<file path="src/design/swl_pkg.sv">
/*
 * Shared constants for the single-wire slave link: timing fractions, opcodes, frame layout.
 * Assumes a 50 MHz system clock; all times are converted to cycles with these constants.
 */
package swl_pkg;
	localparam int CLK_HZ = 50_000_000;
	// Nominal host bit period at multiplier 1, in nanoseconds (173.6 us).
	localparam int BIT_PERIOD_NS = 173_600;
	localparam int BIT_PERIOD_CYC = (BIT_PERIOD_NS / 20);
	// Thresholds in thousandths of a bit period.
	localparam int GLITCH_MIL = 124;
	localparam int ONE_MIN_MIL = 227;
	localparam int ONE_MAX_MIL = 453;
	localparam int ZERO_MIN_MIL = 591;
	localparam int ZERO_MAX_MIL = 824;
	localparam int BRK_MIN_MIL = 1000;
	localparam int BRK_MAX_MIL = 100_000;
	localparam int TX_ONE_MIL = 304;
	localparam int TX_ZERO_MIL = 696;
	localparam int TX_BRK_MIL = 1391;
	// Inactivity timeout before auto sleep, in bit periods.
	localparam int IDLE_BITS = 64;
	localparam int CNT_W = 24;
	localparam int INSTR_BITS = 16;
	// Instruction fields, bit 0 received first.
	localparam int F_CS = 0;
	localparam int F_OP = 1;
	localparam int F_BANK = 3;
	localparam int F_ADDR = 5;
	localparam int F_BYTES = 13;
	localparam logic [1:0] OP_WRITE = 2'h0;
	localparam logic [1:0] OP_READ = 2'h1;
	localparam logic [1:0] OP_READ_CRC = 2'h2;
	localparam logic [1:0] OP_SLEEP = 2'h3;
	localparam logic [1:0] BANK_CTRL = 2'h1;
	localparam logic [7:0] ADDR_STATUS = 8'h01;
	localparam logic [7:0] CRC_POLY_REV = 8'h8C;
	typedef enum logic [1:0] {SWL_SYM_ONE, SWL_SYM_ZERO, SWL_SYM_BRK} swl_sym_e;
endpackage : swl_pkg

</file>
<file path="src/design/swl_slave.sv">
/*
 * Slave end of a single-wire pulse-width-coded link: decodes host symbols, runs
 * write/read/read-with-CRC/sleep instructions and answers reads with its own symbols.
 * Assumes a pull-up on the line and an external register file on the user ports.
 */
`timescale 1ns/1ps
module swl_slave #(
	parameter int CNT_W = swl_pkg::CNT_W,
	parameter int BIT_CYC_BASE = swl_pkg::BIT_PERIOD_CYC
) (
	input wire logic i_clk,
	input wire logic i_rstn,
	input wire logic i_line,
	output logic o_line,
	output logic o_line_oe_n,
	input wire logic [1:0] i_rate_sel,
	input wire logic i_chip_addr,
	input wire logic i_error_irq_enable,
	input wire logic i_auto_sleep_en,
	input wire logic i_rom_busy,
	input wire logic i_auth_order_err,
	input wire logic i_ready_req,
	output logic o_asleep,
	output logic o_rom_busy_flag,
	output logic o_line_error_flag,
	output logic [15:0] o_instr,
	output logic o_instr_valid,
	output logic [7:0] o_wr_data,
	output logic o_wr_valid,
	output logic o_rd_req,
	input wire logic [7:0] i_rd_data
);
	typedef enum logic [2:0] {SWL_INSTR, SWL_WDATA, SWL_IGNORE, SWL_RD_GAP, SWL_RD_TX,
		SWL_SLEEP} swl_state_e;

	function automatic logic [CNT_W-1:0] frac(input logic [CNT_W-1:0] bc, input int mil);
		logic [CNT_W+11:0] p;
		p = ({12'h000, bc} * 36'(mil)) / 36'd1000;
		return p[CNT_W-1:0];
	endfunction : frac

	function automatic logic [4:0] byte_count(input logic [2:0] f);
		return (f == 3'h7) ? 5'h10 : {2'h0, f};
	endfunction : byte_count

	swl_state_e st_reg, st_next;
	logic line_d_reg;
	logic [CNT_W-1:0] low_cnt_reg;
	logic [CNT_W-1:0] idle_cnt_reg;
	logic [15:0] sh_reg;
	logic [4:0] bit_cnt_reg;
	logic [4:0] bytes_left_reg;
	logic [7:0] tx_byte_reg;
	logic [3:0] tx_bit_reg;
	logic [7:0] crc_reg;
	logic crc_on_reg;
	logic crc_sent_reg;
	logic busy_flag_reg;
	logic err_flag_reg;
	logic [15:0] instr_reg;
	logic instr_valid_reg;
	logic [7:0] wr_data_reg;
	logic wr_valid_reg;
	logic rd_req_reg;
	logic brk_pend_reg;

	// Bit period scaled by the rate setting; code 1 is the base period.
	logic [CNT_W-1:0] bit_cyc;
	assign bit_cyc = (i_rate_sel == 2'h0) ? CNT_W'(BIT_CYC_BASE * 2) :
		(i_rate_sel == 2'h1) ? CNT_W'(BIT_CYC_BASE) :
		(i_rate_sel == 2'h2) ? CNT_W'(BIT_CYC_BASE / 2) :
		CNT_W'(BIT_CYC_BASE / 4);

	logic rise;
	logic fall;
	logic [CNT_W-1:0] pw;
	logic is_glitch;
	logic is_one;
	logic is_zero;
	logic is_brk;
	logic bad_pw;
	logic rx_bit;
	logic tx_pull;
	logic tx_busy;
	logic tx_start;
	swl_pkg::swl_sym_e tx_sym;
	logic own_tx;
	assign own_tx = tx_busy;
	// Our own pulses are ignored by the receiver so a transmitted symbol is not echoed back.
	assign fall = line_d_reg && !i_line && !own_tx;
	assign rise = !line_d_reg && i_line && !own_tx;
	assign pw = low_cnt_reg;
	assign is_glitch = pw < frac(bit_cyc, swl_pkg::GLITCH_MIL);
	assign is_one = pw >= frac(bit_cyc, swl_pkg::ONE_MIN_MIL) &&
		pw <= frac(bit_cyc, swl_pkg::ONE_MAX_MIL);
	assign is_zero = pw >= frac(bit_cyc, swl_pkg::ZERO_MIN_MIL) &&
		pw <= frac(bit_cyc, swl_pkg::ZERO_MAX_MIL);
	assign is_brk = pw >= frac(bit_cyc, swl_pkg::BRK_MIN_MIL) &&
		{12'h000, pw} <= ({12'h000, bit_cyc} * 36'd100);
	assign bad_pw = rise && !is_one && !is_zero && !is_brk;
	assign rx_bit = is_one;

	logic sym_rx;
	logic brk_rx;
	assign sym_rx = rise && (is_one || is_zero) && st_reg != SWL_SLEEP;
	assign brk_rx = rise && is_brk;

	logic [15:0] instr_full;
	assign instr_full = {rx_bit, sh_reg[15:1]};
	logic instr_done;
	assign instr_done = sym_rx && st_reg == SWL_INSTR && bit_cnt_reg == 5'd15;
	// Sleep is taken as soon as the opcode is complete, so later pulses are not frame bits.
	logic sleep_cmd;
	assign sleep_cmd = sym_rx && st_reg == SWL_INSTR && bit_cnt_reg == 5'd2 &&
		instr_full[15:14] == swl_pkg::OP_SLEEP && instr_full[13] == i_chip_addr;
	logic cs_ok;
	assign cs_ok = instr_full[swl_pkg::F_CS] == i_chip_addr;
	logic [1:0] op;
	assign op = instr_full[swl_pkg::F_OP +: 2];
	logic [4:0] nbytes;
	assign nbytes = byte_count(instr_full[swl_pkg::F_BYTES +: 3]);
	logic bad_instr;
	assign bad_instr = op != swl_pkg::OP_SLEEP &&
		(nbytes == 5'd0 || nbytes == 5'd3 || nbytes == 5'd5 || nbytes == 5'd6);
	logic is_stat_rd;
	assign is_stat_rd = (op == swl_pkg::OP_READ || op == swl_pkg::OP_READ_CRC) &&
		instr_full[swl_pkg::F_BANK +: 2] == swl_pkg::BANK_CTRL &&
		instr_full[swl_pkg::F_ADDR +: 8] == swl_pkg::ADDR_STATUS;
	logic idle_to;
	assign idle_to = {12'h000, idle_cnt_reg} >= ({12'h000, bit_cyc} * 36'(swl_pkg::IDLE_BITS));
	logic flag_irq;
	assign flag_irq = busy_flag_reg || (err_flag_reg && i_error_irq_enable);
	// An access other than a status read during a rom write interrupts at once, before its flag is visible.
	logic irq_now;
	assign irq_now = flag_irq || i_rom_busy;

	always_comb begin
		st_next = st_reg;
		unique case (st_reg)
			SWL_INSTR: begin
				if (sleep_cmd) begin
					st_next = SWL_SLEEP;
				end else if (instr_done) begin
					if (!cs_ok || i_rom_busy || bad_instr) begin
						st_next = SWL_IGNORE;
					end else if (op == swl_pkg::OP_SLEEP) begin
						st_next = SWL_SLEEP;
					end else if (op == swl_pkg::OP_WRITE) begin
						st_next = SWL_WDATA;
					end else begin
						st_next = SWL_RD_GAP;
					end
				end
			end
			SWL_WDATA: begin
				if (sym_rx && bit_cnt_reg == 5'd7 && bytes_left_reg == 5'd1) begin
					st_next = SWL_INSTR;
				end
			end
			SWL_IGNORE: st_next = SWL_IGNORE;
			SWL_RD_GAP: begin
				if (!tx_busy) begin
					st_next = SWL_RD_TX;
				end
			end
			SWL_RD_TX: begin
				if (!tx_busy && !tx_start && tx_bit_reg == 4'd8 && bytes_left_reg == 5'd0 &&
					(!crc_on_reg || crc_sent_reg)) begin
					st_next = SWL_INSTR;
				end
			end
			SWL_SLEEP: st_next = SWL_SLEEP;
		endcase
		if (brk_rx) begin
			st_next = SWL_INSTR;
		end else if (i_auto_sleep_en && idle_to && i_line && st_reg != SWL_RD_TX) begin
			st_next = SWL_SLEEP;
		end
	end

	// Transmit requests: data bits during reads, breaks for readiness and interrupts.
	logic tx_data;
	assign tx_data = st_reg == SWL_RD_TX && !tx_busy && tx_bit_reg != 4'd8;
	assign tx_start = tx_data || (brk_pend_reg && !tx_busy && i_line &&
		(st_reg == SWL_INSTR || st_reg == SWL_IGNORE));
	assign tx_sym = !tx_data ? swl_pkg::SWL_SYM_BRK :
		tx_byte_reg[0] ? swl_pkg::SWL_SYM_ONE : swl_pkg::SWL_SYM_ZERO;
	logic crc_fb;
	assign crc_fb = crc_reg[0] ^ tx_byte_reg[0];
	logic load_byte;
	assign load_byte = st_reg == SWL_RD_TX && !tx_busy && !tx_start && tx_bit_reg == 4'd8 &&
		st_next == SWL_RD_TX;

	always_ff @(posedge i_clk) begin
		if (!i_rstn) begin
			st_reg <= SWL_INSTR;
			line_d_reg <= 1'b1;
			low_cnt_reg <= '0;
			idle_cnt_reg <= '0;
			sh_reg <= 16'h0000;
			bit_cnt_reg <= 5'h00;
			bytes_left_reg <= 5'h00;
			tx_byte_reg <= 8'h00;
			tx_bit_reg <= 4'h8;
			crc_reg <= 8'h00;
			crc_on_reg <= 1'b0;
			crc_sent_reg <= 1'b0;
			busy_flag_reg <= 1'b0;
			err_flag_reg <= 1'b0;
			instr_reg <= 16'h0000;
			instr_valid_reg <= 1'b0;
			wr_data_reg <= 8'h00;
			wr_valid_reg <= 1'b0;
			rd_req_reg <= 1'b0;
			brk_pend_reg <= 1'b0;
		end else begin
			st_reg <= st_next;
			line_d_reg <= i_line;
			instr_valid_reg <= 1'b0;
			wr_valid_reg <= 1'b0;
			rd_req_reg <= 1'b0;
			low_cnt_reg <= (!i_line && !own_tx) ? low_cnt_reg + 1'b1 : '0;
			idle_cnt_reg <= (fall || !i_line || tx_busy || brk_rx) ? '0 : idle_cnt_reg + 1'b1;
			if (brk_rx || (sym_rx && st_reg != SWL_INSTR && st_reg != SWL_WDATA)) begin
				bit_cnt_reg <= 5'h00;
			end else if (sym_rx) begin
				sh_reg <= instr_full;
				bit_cnt_reg <= (st_reg == SWL_WDATA && bit_cnt_reg == 5'd7) ? 5'h00 :
					(instr_done ? 5'h00 : bit_cnt_reg + 1'b1);
			end
			if (instr_done && cs_ok) begin
				instr_reg <= instr_full;
				instr_valid_reg <= !i_rom_busy && !bad_instr;
				bytes_left_reg <= nbytes;
				crc_on_reg <= op == swl_pkg::OP_READ_CRC;
				crc_sent_reg <= 1'b0;
				crc_reg <= 8'h00;
			end
			if (sym_rx && st_reg == SWL_WDATA && bit_cnt_reg == 5'd7) begin
				wr_data_reg <= instr_full[15:8];
				wr_valid_reg <= 1'b1;
				bytes_left_reg <= bytes_left_reg - 1'b1;
			end
			if (load_byte) begin
				if (bytes_left_reg != 5'd0) begin
					tx_byte_reg <= i_rd_data;
					rd_req_reg <= 1'b1;
					bytes_left_reg <= bytes_left_reg - 1'b1;
				end else begin
					tx_byte_reg <= crc_reg;
					crc_sent_reg <= 1'b1;
				end
				tx_bit_reg <= 4'h0;
			end else if (tx_data) begin
				tx_byte_reg <= {1'b0, tx_byte_reg[7:1]};
				tx_bit_reg <= tx_bit_reg + 1'b1;
				if (bytes_left_reg != 5'd0 || !crc_sent_reg) begin
					crc_reg <= {crc_fb, crc_reg[7:1]} ^ (crc_fb ? {1'b0, swl_pkg::CRC_POLY_REV[6:0]}
						: 8'h00);
				end
			end
			// A new interrupt request wins over the clear of a break that is just starting.
			if (instr_done && cs_ok && irq_now && !is_stat_rd) begin
				brk_pend_reg <= 1'b1;
			end else if (tx_start && !tx_data) begin
				brk_pend_reg <= 1'b0;
			end else if ((st_reg == SWL_SLEEP && brk_rx) || i_ready_req) begin
				brk_pend_reg <= 1'b1;
			end
			// Set wins over the status-read clear.
			if (instr_done && cs_ok && i_rom_busy) begin
				busy_flag_reg <= 1'b1;
			end else if (instr_done && cs_ok && is_stat_rd) begin
				busy_flag_reg <= 1'b0;
			end
			if (bad_pw || i_auth_order_err || (instr_done && cs_ok && bad_instr)) begin
				err_flag_reg <= 1'b1;
			end else if (instr_done && cs_ok && is_stat_rd) begin
				err_flag_reg <= 1'b0;
			end
		end
	end

	swl_tx #(
		.CNT_W(CNT_W)
	) u_tx (
		.i_clk(i_clk),
		.i_rstn(i_rstn),
		.i_start(tx_start),
		.i_sym(tx_sym),
		.i_bit_cyc(bit_cyc),
		.o_busy(tx_busy),
		.o_pull_low(tx_pull)
	);

	assign o_line = 1'b0;
	assign o_line_oe_n = !tx_pull;
	assign o_asleep = st_reg == SWL_SLEEP;
	assign o_rom_busy_flag = busy_flag_reg;
	assign o_line_error_flag = err_flag_reg;
	assign o_instr = instr_reg;
	assign o_instr_valid = instr_valid_reg;
	assign o_wr_data = wr_data_reg;
	assign o_wr_valid = wr_valid_reg;
	assign o_rd_req = rd_req_reg;

	a_write_op: assert property (@(posedge i_clk) disable iff (!i_rstn)
		instr_done && cs_ok && !bad_instr && !i_rom_busy && op == swl_pkg::OP_WRITE
		|=> st_reg == SWL_WDATA)
		else $error("write opcode did not expect data bytes");
	a_sleep_op: assert property (@(posedge i_clk) disable iff (!i_rstn)
		sleep_cmd |=> o_asleep)
		else $error("sleep opcode did not put device to sleep");
	a_brk_wakes: assert property (@(posedge i_clk) disable iff (!i_rstn)
		brk_rx |=> st_reg == SWL_INSTR && bit_cnt_reg == 5'h00)
		else $error("break did not reset receiver");
	a_glitch_err: assert property (@(posedge i_clk) disable iff (!i_rstn)
		rise && is_glitch |=> o_line_error_flag)
		else $error("glitch did not flag bus error");
	a_busy_flag: assert property (@(posedge i_clk) disable iff (!i_rstn)
		instr_done && cs_ok && i_rom_busy |=> o_rom_busy_flag && !o_instr_valid)
		else $error("access during rom write not flagged");
	a_cs_ignore: assert property (@(posedge i_clk) disable iff (!i_rstn)
		instr_done && !cs_ok && !brk_rx |=> st_reg == SWL_IGNORE [*2])
		else $error("chip-select mismatch not ignored");
	a_cs_silent: assert property (@(posedge i_clk) disable iff (!i_rstn)
		st_reg == SWL_IGNORE |-> !rd_req_reg && !wr_valid_reg)
		else $error("unselected device answered");
	a_stat_clear: assert property (@(posedge i_clk) disable iff (!i_rstn)
		instr_done && cs_ok && is_stat_rd && !i_rom_busy && !bad_pw && !i_auth_order_err
		&& !bad_instr |=> !o_rom_busy_flag && !o_line_error_flag)
		else $error("status read did not clear flags");
	a_tx_quiet: assert property (@(posedge i_clk) disable iff (!i_rstn)
		tx_start |-> i_line && !tx_busy)
		else $error("transmit started on a busy line");
	a_order_err: assert property (@(posedge i_clk) disable iff (!i_rstn)
		i_auth_order_err |=> o_line_error_flag)
		else $error("auth order error not flagged");
endmodule : swl_slave

</file>
<file path="src/design/swl_tx.sv">
/*
 * Symbol transmitter: drives one active-low pulse per symbol slot on the open-drain line; a data slot is one bit period.
 * Assumes the caller only starts a symbol while o_busy is low.
 */
`timescale 1ns/1ps
module swl_tx #(
	parameter int CNT_W = swl_pkg::CNT_W
) (
	input wire logic i_clk,
	input wire logic i_rstn,
	input wire logic i_start,
	input wire swl_pkg::swl_sym_e i_sym,
	input wire logic [CNT_W-1:0] i_bit_cyc,
	output logic o_busy,
	output logic o_pull_low
);
	logic [CNT_W-1:0] cnt_reg;
	logic [CNT_W-1:0] low_reg;
	logic [CNT_W-1:0] span_reg;
	logic busy_reg;
	logic [CNT_W+11:0] frac_one;
	logic [CNT_W+11:0] frac_zero;
	logic [CNT_W+11:0] frac_brk;
	logic [CNT_W-1:0] low_sel;
	assign frac_one = ({12'h000, i_bit_cyc} * 36'(swl_pkg::TX_ONE_MIL)) / 36'd1000;
	assign frac_zero = ({12'h000, i_bit_cyc} * 36'(swl_pkg::TX_ZERO_MIL)) / 36'd1000;
	assign frac_brk = ({12'h000, i_bit_cyc} * 36'(swl_pkg::TX_BRK_MIL)) / 36'd1000;
	assign low_sel = (i_sym == swl_pkg::SWL_SYM_BRK) ? frac_brk[CNT_W-1:0] :
		(i_sym == swl_pkg::SWL_SYM_ZERO) ? frac_zero[CNT_W-1:0] :
		frac_one[CNT_W-1:0];
	assign o_busy = busy_reg;
	assign o_pull_low = busy_reg && (cnt_reg < low_reg);
	always_ff @(posedge i_clk) begin
		if (!i_rstn) begin
			busy_reg <= 1'b0;
			cnt_reg <= '0;
			low_reg <= '0;
			span_reg <= '0;
		end else if (!busy_reg && i_start) begin
			busy_reg <= 1'b1;
			cnt_reg <= '0;
			low_reg <= low_sel;
			// A break stretches its slot so the line is high for one period after it.
			span_reg <= (i_sym == swl_pkg::SWL_SYM_BRK) ? low_sel + i_bit_cyc : i_bit_cyc;
		end else if (busy_reg) begin
			cnt_reg <= cnt_reg + 1'b1;
			// Busy drops one cycle early so that the next start lands exactly one slot later.
			if (cnt_reg + 2'd2 >= span_reg) begin
				busy_reg <= 1'b0;
			end
		end
	end
endmodule : swl_tx

</file>
<file path="config.mk">
export PLATFORM = sky130hd
export DESIGN_NAME = swl_slave
export DESIGN_NICKNAME = d
export VERILOG_FILES = /design/src/design/swl_pkg.sv /design/src/design/swl_slave.sv /design/src/design/swl_tx.sv
export SDC_FILE = /design/constraint.sdc
export NUM_CORES = 1
export LEC_CHECK = 0
export BUFFER_PORTS_ARGS = -buffer_cell sky130_fd_sc_hd__buf_2
export CAP_MARGIN = 30
export CORE_AREA = 10 10 300 158
export DETAILED_ROUTE_END_ITERATION = 10
export DIE_AREA = 0 0 310 168
export GPL_ROUTABILITY_DRIVEN = 0
export MAX_ROUTING_LAYER = met4
export PLACE_DENSITY = 0.56
export SYNTH_ARGS = -nofsm -noshare
export SYNTH_HDL_FRONTEND = slang
export SYNTH_SLANG_ARGS = --single-unit
</file>
<file path="constraint.sdc">
create_clock -name i_clk -period 21.2 [get_ports i_clk]
set_clock_uncertainty 0.05 [all_clocks]
set_input_delay 3.18 -clock i_clk [delete_from_list [all_inputs] [get_ports i_clk]]
set_output_delay 3.18 -clock i_clk [all_outputs]
set_load 0.02 [all_outputs]
</file>
==> results of run 1 <==
-- path summary, 6_finish.rpt --
kind	to	slack (ns)	depth (start not counted)
hold / removal	u_tx.span_reg[17]	0.40	2
setup / recovery	u_tx.span_reg[15]	1.21	61
setup reg to reg	u_tx.span_reg[15]	5.34	53
hold reg to reg	u_tx.span_reg[17]	0.40	2
-- cells by family (layout without fill, tap and decap cells) --
logic type,after synthesis,count (layout),synth area share
AO/OA/AOI/OAI,683,683,0.247
other,2,5,0.000401
XOR/XNOR,144,144,0.0686
flip-flops,189,189,0.202
multiplexers,63,63,0.0354
AND/OR/NAND/NOR,1006,1006,0.263
adder cells (fa/ha/maj),204,204,0.137
buffers and inverters,223,233,0.0464
-- metrics by stage --
stage	utilization	hold WS [ns]	setup slack (ns)
after global placement	0.459	0.388	1.56
after CTS	0.475	0.400	1.34
after floorplan	-	0.372	2.77
final	0.476	0.396	1.21
after detailed placement	0.460	0.387	0.918
after global routing	0.476	0.425	0.0620
-- worst reg2reg max path: cells and delay by family (launching register included) --
kind,cells,cell delay (ns)
AOI/OAI and AO/OA,24,7.10
and+or+nand+nor,21,5.83
muxes,4,1.27
DFF,1,0.51
buffers and inverters,1,0.50
xor gates and xnor gates,2,0.26
adders and majority gates,1,0.23
-- report_power, final --
part,internal (mW),total (mW),switching (mW)
logic,0.823,2.27,1.45
registers,0.369,0.377,0.00843
clock network,0.169,0.366,0.197
-- cells in the mapped netlist, types with 6 or more instances --
cell type,number
a2111oi_0,8
a211o_1,9
a211oi_1,58
a21o_1,32
a21oi_1,205
a22oi_1,15
a311oi_1,14
a31oi_1,27
a32oi_1,8
and2_1,21
and3_1,34
and4_1,7
buf_1,10
buf_2,12
clkbuf_1,86
dfxtp_1,189
ha_1,197
inv_1,103
inv_2,6
mux2_2,11
mux2i_1,50
nand2_1,267
nand2b_1,35
nand3_1,85
nand3b_1,6
nand4_1,39
nand4b_1,6
nor2_1,290
nor2b_1,39
nor3_1,68
nor3b_1,6
nor4_1,20
o2111ai_1,8
o211ai_1,19
o21a_1,17
o21ai_0,116
o21ai_1,18
o21bai_1,9
o22ai_1,9
o31ai_1,16
or2_2,14
or3_1,21
xnor2_1,78
xor2_1,63
-- routing by layer --
metal	up-vias	track usage
met5	-	-
met4	0	0.0398
met3	52	0.0540
met2	850	0.308
met1	8969	0.378
li1	9120	-
-- cell type report --
cell class,count,area (µm²),area share
clock inverters,15,226,0.0112
flip-flops and latches,189,3780,0.187
inverters,110,414,0.0205
multi-input cells,2105,14100,0.697
well taps,560,701,0.0346
clock buffers,17,425,0.0210
repair buffers,91,576,0.0284
-- repair_timing --
item,4_1_cts,5_1_grt
setup endpoints to repair,0,2
hold buffers,0,0
resized for setup,0,4
==> flow_summary.yaml, run 1 <==
drt:
  wl_per_cell_um: 20.5
  wl_mm: 63.3
  drcViolationCount: 0
  wl_met1_mm: 32.7
  drt_first_pass_iters: 5
  ant_nets: 0
  met2_length_mm: 23.8
  vias_per_cell: 6.15
  highest_layer: "met4"
  route.met3.wl_mm: 6.25
  dr_total_vias: 19000
  drtIter0Drc: 2239
worst_setup_path:
  crit_family: "compound AO/OA/AOI/OAI gates"
  critPathKind: "primary input to flop"
  slowest_stage: "a2111oi_0"
  worstPathRequired_ns: 21.49
  worstSetupStartpoint: "i_rate_sel[0]"
  cp_max_fo: 16
  crit_path_end_kind: "flop"
  slowest_delay_ns: 0.70
  worstSetupStartpointType: "primary input"
  r2r-start: "st_reg[0]"
  cp_num_buf_inv: 5
  cp.arrival_ns: 20.28
floorplanning:
  initial_core_util: 0.440
  die_h_um: 168
  die_area_um2: 52100
  core-area_um2: 42600
  rows: 54
  die_x_um: 310
  ioPinCount: 51
yosys:
  synth_cells: 2514
  yosys-top-cells-area: "dfxtp_1 (20%), ha_1 (13%), nor2_1 (5.8%)"
  yosysTopAreaCell: "dfxtp_1"
  yosysWarnings: 0
  ys_seq_elements: 189
  yosys.cell_types.count: 126
  synth_area_um2: 18700
  synth.top_cell.area_share: 0.202
  yosysSeqAreaShare: 0.202
  synth.avg_cell_area_um2: 7.44
  synth_edf_count: 0
  ys_async_sr_fraction: 0
  synth_flop_cell: "dfxtp_1"
clock_tree:
  path_clk_slew_ns: 0.09
  clk_path_buf_depth: 2
  cts_tree: "done"
  numCtsBuffers: 17
  clockRootBuffer: "clkbuf_16"
  clock-sinks: 189
  cts_setup_buffers: 0
  clk_latency_ns: 0.48
  htree_levels: 4
sta:
  drv_slew: 0
  setup_viol: 0
  finalCriticalPeriod_ns: 19.99
  fin_crit_sh: 0.943
  rsz0062_at_grt: "no"
  worst_slew_pin_slew_ns: 1.01
  slew_headroom: 0.325
  fin_tns_setup_ns: 0
  fmax_ghz: 0.0500
  hold_viol_final: 0
placed_design:
  place_inst: 3055
  dp_hpwl_mm: 48.0
  port_buffers: 49
  place_area_um2: 19600
grt:
  grt_max_degree: 57
  antenna_found_initial: 0
  grt_pass1_vias: 17400
  grt_overflow: 0
  grt_pass1_wl_mm: 100
  grt_util_all_layers: 0.243
layout:
  instances_no_fill: 3087
  mostFrequentLayoutCell: "nor2_1"
  syn_to_final_growth_pct: 8.19
  nFillCells: 4233
  layout_common_cells: "nor2_1 (287), nand2_1 (267), a21oi_1 (205)"
  drive_gt1_frac: 0.0890
  design_area_um2: 20200
  nets: 2733
  n_antenna_cell: 0
power:
  total_power_mw: 3.01
  p_leak_nw: 8.12
  powerDensity_nw_per_um2: 149
  peakVddDrop_v: 0.000246
outcome:
  status: "finished, final reports clean"
run:
  max_cap_viol_count: 0
hold_path:
  hp-class: "flop to flop"
  worstHoldStart: "u_tx.span_reg[17]"
No activity file was read; power rests on OpenSTA's default activity.
==> inputs of run 2 (changes only) <==
CORE_AREA = 10 10 178 263   (was 10 10 300 158)
CTS_CLUSTER_DIAMETER = 120   (was not set)
DIE_AREA = 0 0 188 273   (was 0 0 310 168)
PLACE_DENSITY = 0.58   (was 0.56)
clock period = 18.2 ns   (was 21.2 ns; I/O delays follow)
==> run 2 against run 1 <==
Combinational power up 31%. Core utilization up 2.3 points. Global-route usage down 1.1 points. Power up 27%. Cell count up 2.3%. Non-clock buffer count up 67. Critical path depth unchanged. Register-to-register slack worse by 1.8 ns. Wire length down 5.3%. Sequential share of layout area down 0.57 points.
==> flow_summary.yaml, run 2 (synthesis results as in run 1) <==
outcome:
  status: "finished, final reports clean"
sta:
  setup_ws_ns: 0.861
  worst_slew_pin_slew_ns: 0.990
  fmax_ghz: 0.0577
  fin_tns_setup_ns: 0
  drv_slew: 0
  slew_headroom: 0.340
  setup_viol: 0
  hold_viol_final: 0
  hold_slack_ns: 0.406
  finalCriticalPeriod_ns: 17.34
  fin_crit_sh: 0.953
clock_tree:
  clk_path_buf_depth: 2
  clockRootBuffer: "clkbuf_16"
  numCtsBuffers: 17
  clk_latency_ns: 0.46
  htree_levels: 4
  path_clk_slew_ns: 0.08
  cts_tree: "done"
  clock-sinks: 189
placed_design:
  port_buffers: 49
  place_worst_setup_slack_ns: 0.0968
  dp_hpwl_mm: 45.2
  place_area_um2: 20000
grt:
  grt_util_all_layers: 0.231
  grt_overflow: 0
  grt_pass1_wl_mm: 96.0
  antenna_found_initial: 1
  grt_pass1_vias: 18600
  grt_max_degree: 59
floorplanning:
  die_area_um2: 51300
  initial_core_util: 0.447
  die_h_um: 273
  ioPinCount: 51
  core-area_um2: 41900
  rows: 92
  die_x_um: 188
drt:
  drcViolationCount: 0
  wl_per_cell_um: 19.0
  vias_per_cell: 6.01
  drt_first_pass_iters: 7
  ant_nets: 0
  dr_total_vias: 19000
  drtIter0Drc: 1371
  wl_mm: 60.0
run:
  max_cap_viol_count: 0
hold_path:
  hp-class: "flop to flop"
layout:
  drive_gt1_frac: 0.122
  design_area_um2: 20900
  layout_common_cells: "nor2_1 (288), nand2_1 (266), a21oi_1 (200)"
  nets: 2800
  syn_to_final_growth_pct: 11.6
  mostFrequentLayoutCell: "nor2_1"
worst_setup_path:
  worstSetupStartpointType: "primary input"
  cp_max_fo: 10
  cp.arrival_ns: 17.61
  critPathKind: "primary input to flop"
  crit_top_cell: "ha_1"
  slowest_stage: "fa_1"
  r2r_setup_slack_ns: 3.58
  slowest_delay_ns: 0.65
  worstPathRequired_ns: 18.47
  crit_path_end_kind: "flop"
power:
  total_power_mw: 3.81
  peakVddDrop_v: 0.000234
  p_leak_nw: 8.43
  powerDensity_nw_per_um2: 183
## run 2: cell types whose count changed in the layout (fill, tap and decap cells not counted), moves of 3 or more
cell / previous run / this run
buf_4: 40 / 107
nor3_1: 67 / 63
nor3_2: 2 / 5
inv_8: 2 / 5
a21oi_2: 3 / 7
a21oi_1: 205 / 200
inv_12: 5 / 0
## run 2: final cells by class
class,instances,area (µm²)
repair buffers,158,1080
diodes,1,2.50
multi-input cells,2105,14300
clock buffers,17,425
fillers,4216,21000
flip-flops and latches,189,3780
clock inverters,15,200
well taps,564,706
inverters,110,414
## run 2: critical path: cells and delay by family
family	cells	cell delay (ns)
compound gates	24	6.01
xor+xnor	2	0.24
fa+ha+maj	6	1.92
buf+inv	5	0.56
mux	4	1.33
simple gates	20	4.76
## run 2: final timing paths
check	from	to	cells after the start
worst max-delay path	i_rate_sel[1]	u_tx.span_reg[15]	61
worst min-delay path	o_instr[8]	o_instr[8]	2
worst max register to register	st_reg[2]	u_tx.span_reg[15]	56
worst min register to register	o_instr[8]	o_instr[8]	2
## run 2: metal layers
| layer | vias to the layer above | routed length [µm] | global-route usage |
|---|---|---|---|
| met4 | 0 | 2690 | 0.113 |
| met3 | 176 | 1900 | 0.0203 |
| met1 | 9010 | 23800 | 0.243 |
| met5 | - | 0 | - |
| li1 | 9256 | - | - |
| met2 | 539 | 31600 | 0.425 |
## run 2: metrics by stage
stage / instances / utilization
finish: 3159 / 0.498
global route: 3159 / 0.498
CTS: 3147 / 0.492
detailed placement: 3115 / 0.477
global placement: 3113 / 0.476
floorplan: 2517 / -
## run 2: timing repair
| action | CTS | global route |
|---|---|---|
| endpoints found under the setup margin | 0 | 5 |
| buffers inserted | 0 | 11 |
| gates resized for setup | 0 | 36 |
| hold buffers | 0 | 0 |
## run 2: power by group
part	internal, mW	switching, mW	total, mW	leakage [nW]
Clock	0.211	0.194	0.405	0.305
Sequential	0.429	0.0102	0.440	1.53
Combinational	1.22	1.74	2.97	6.60
Total	1.87	1.95	3.81	8.43
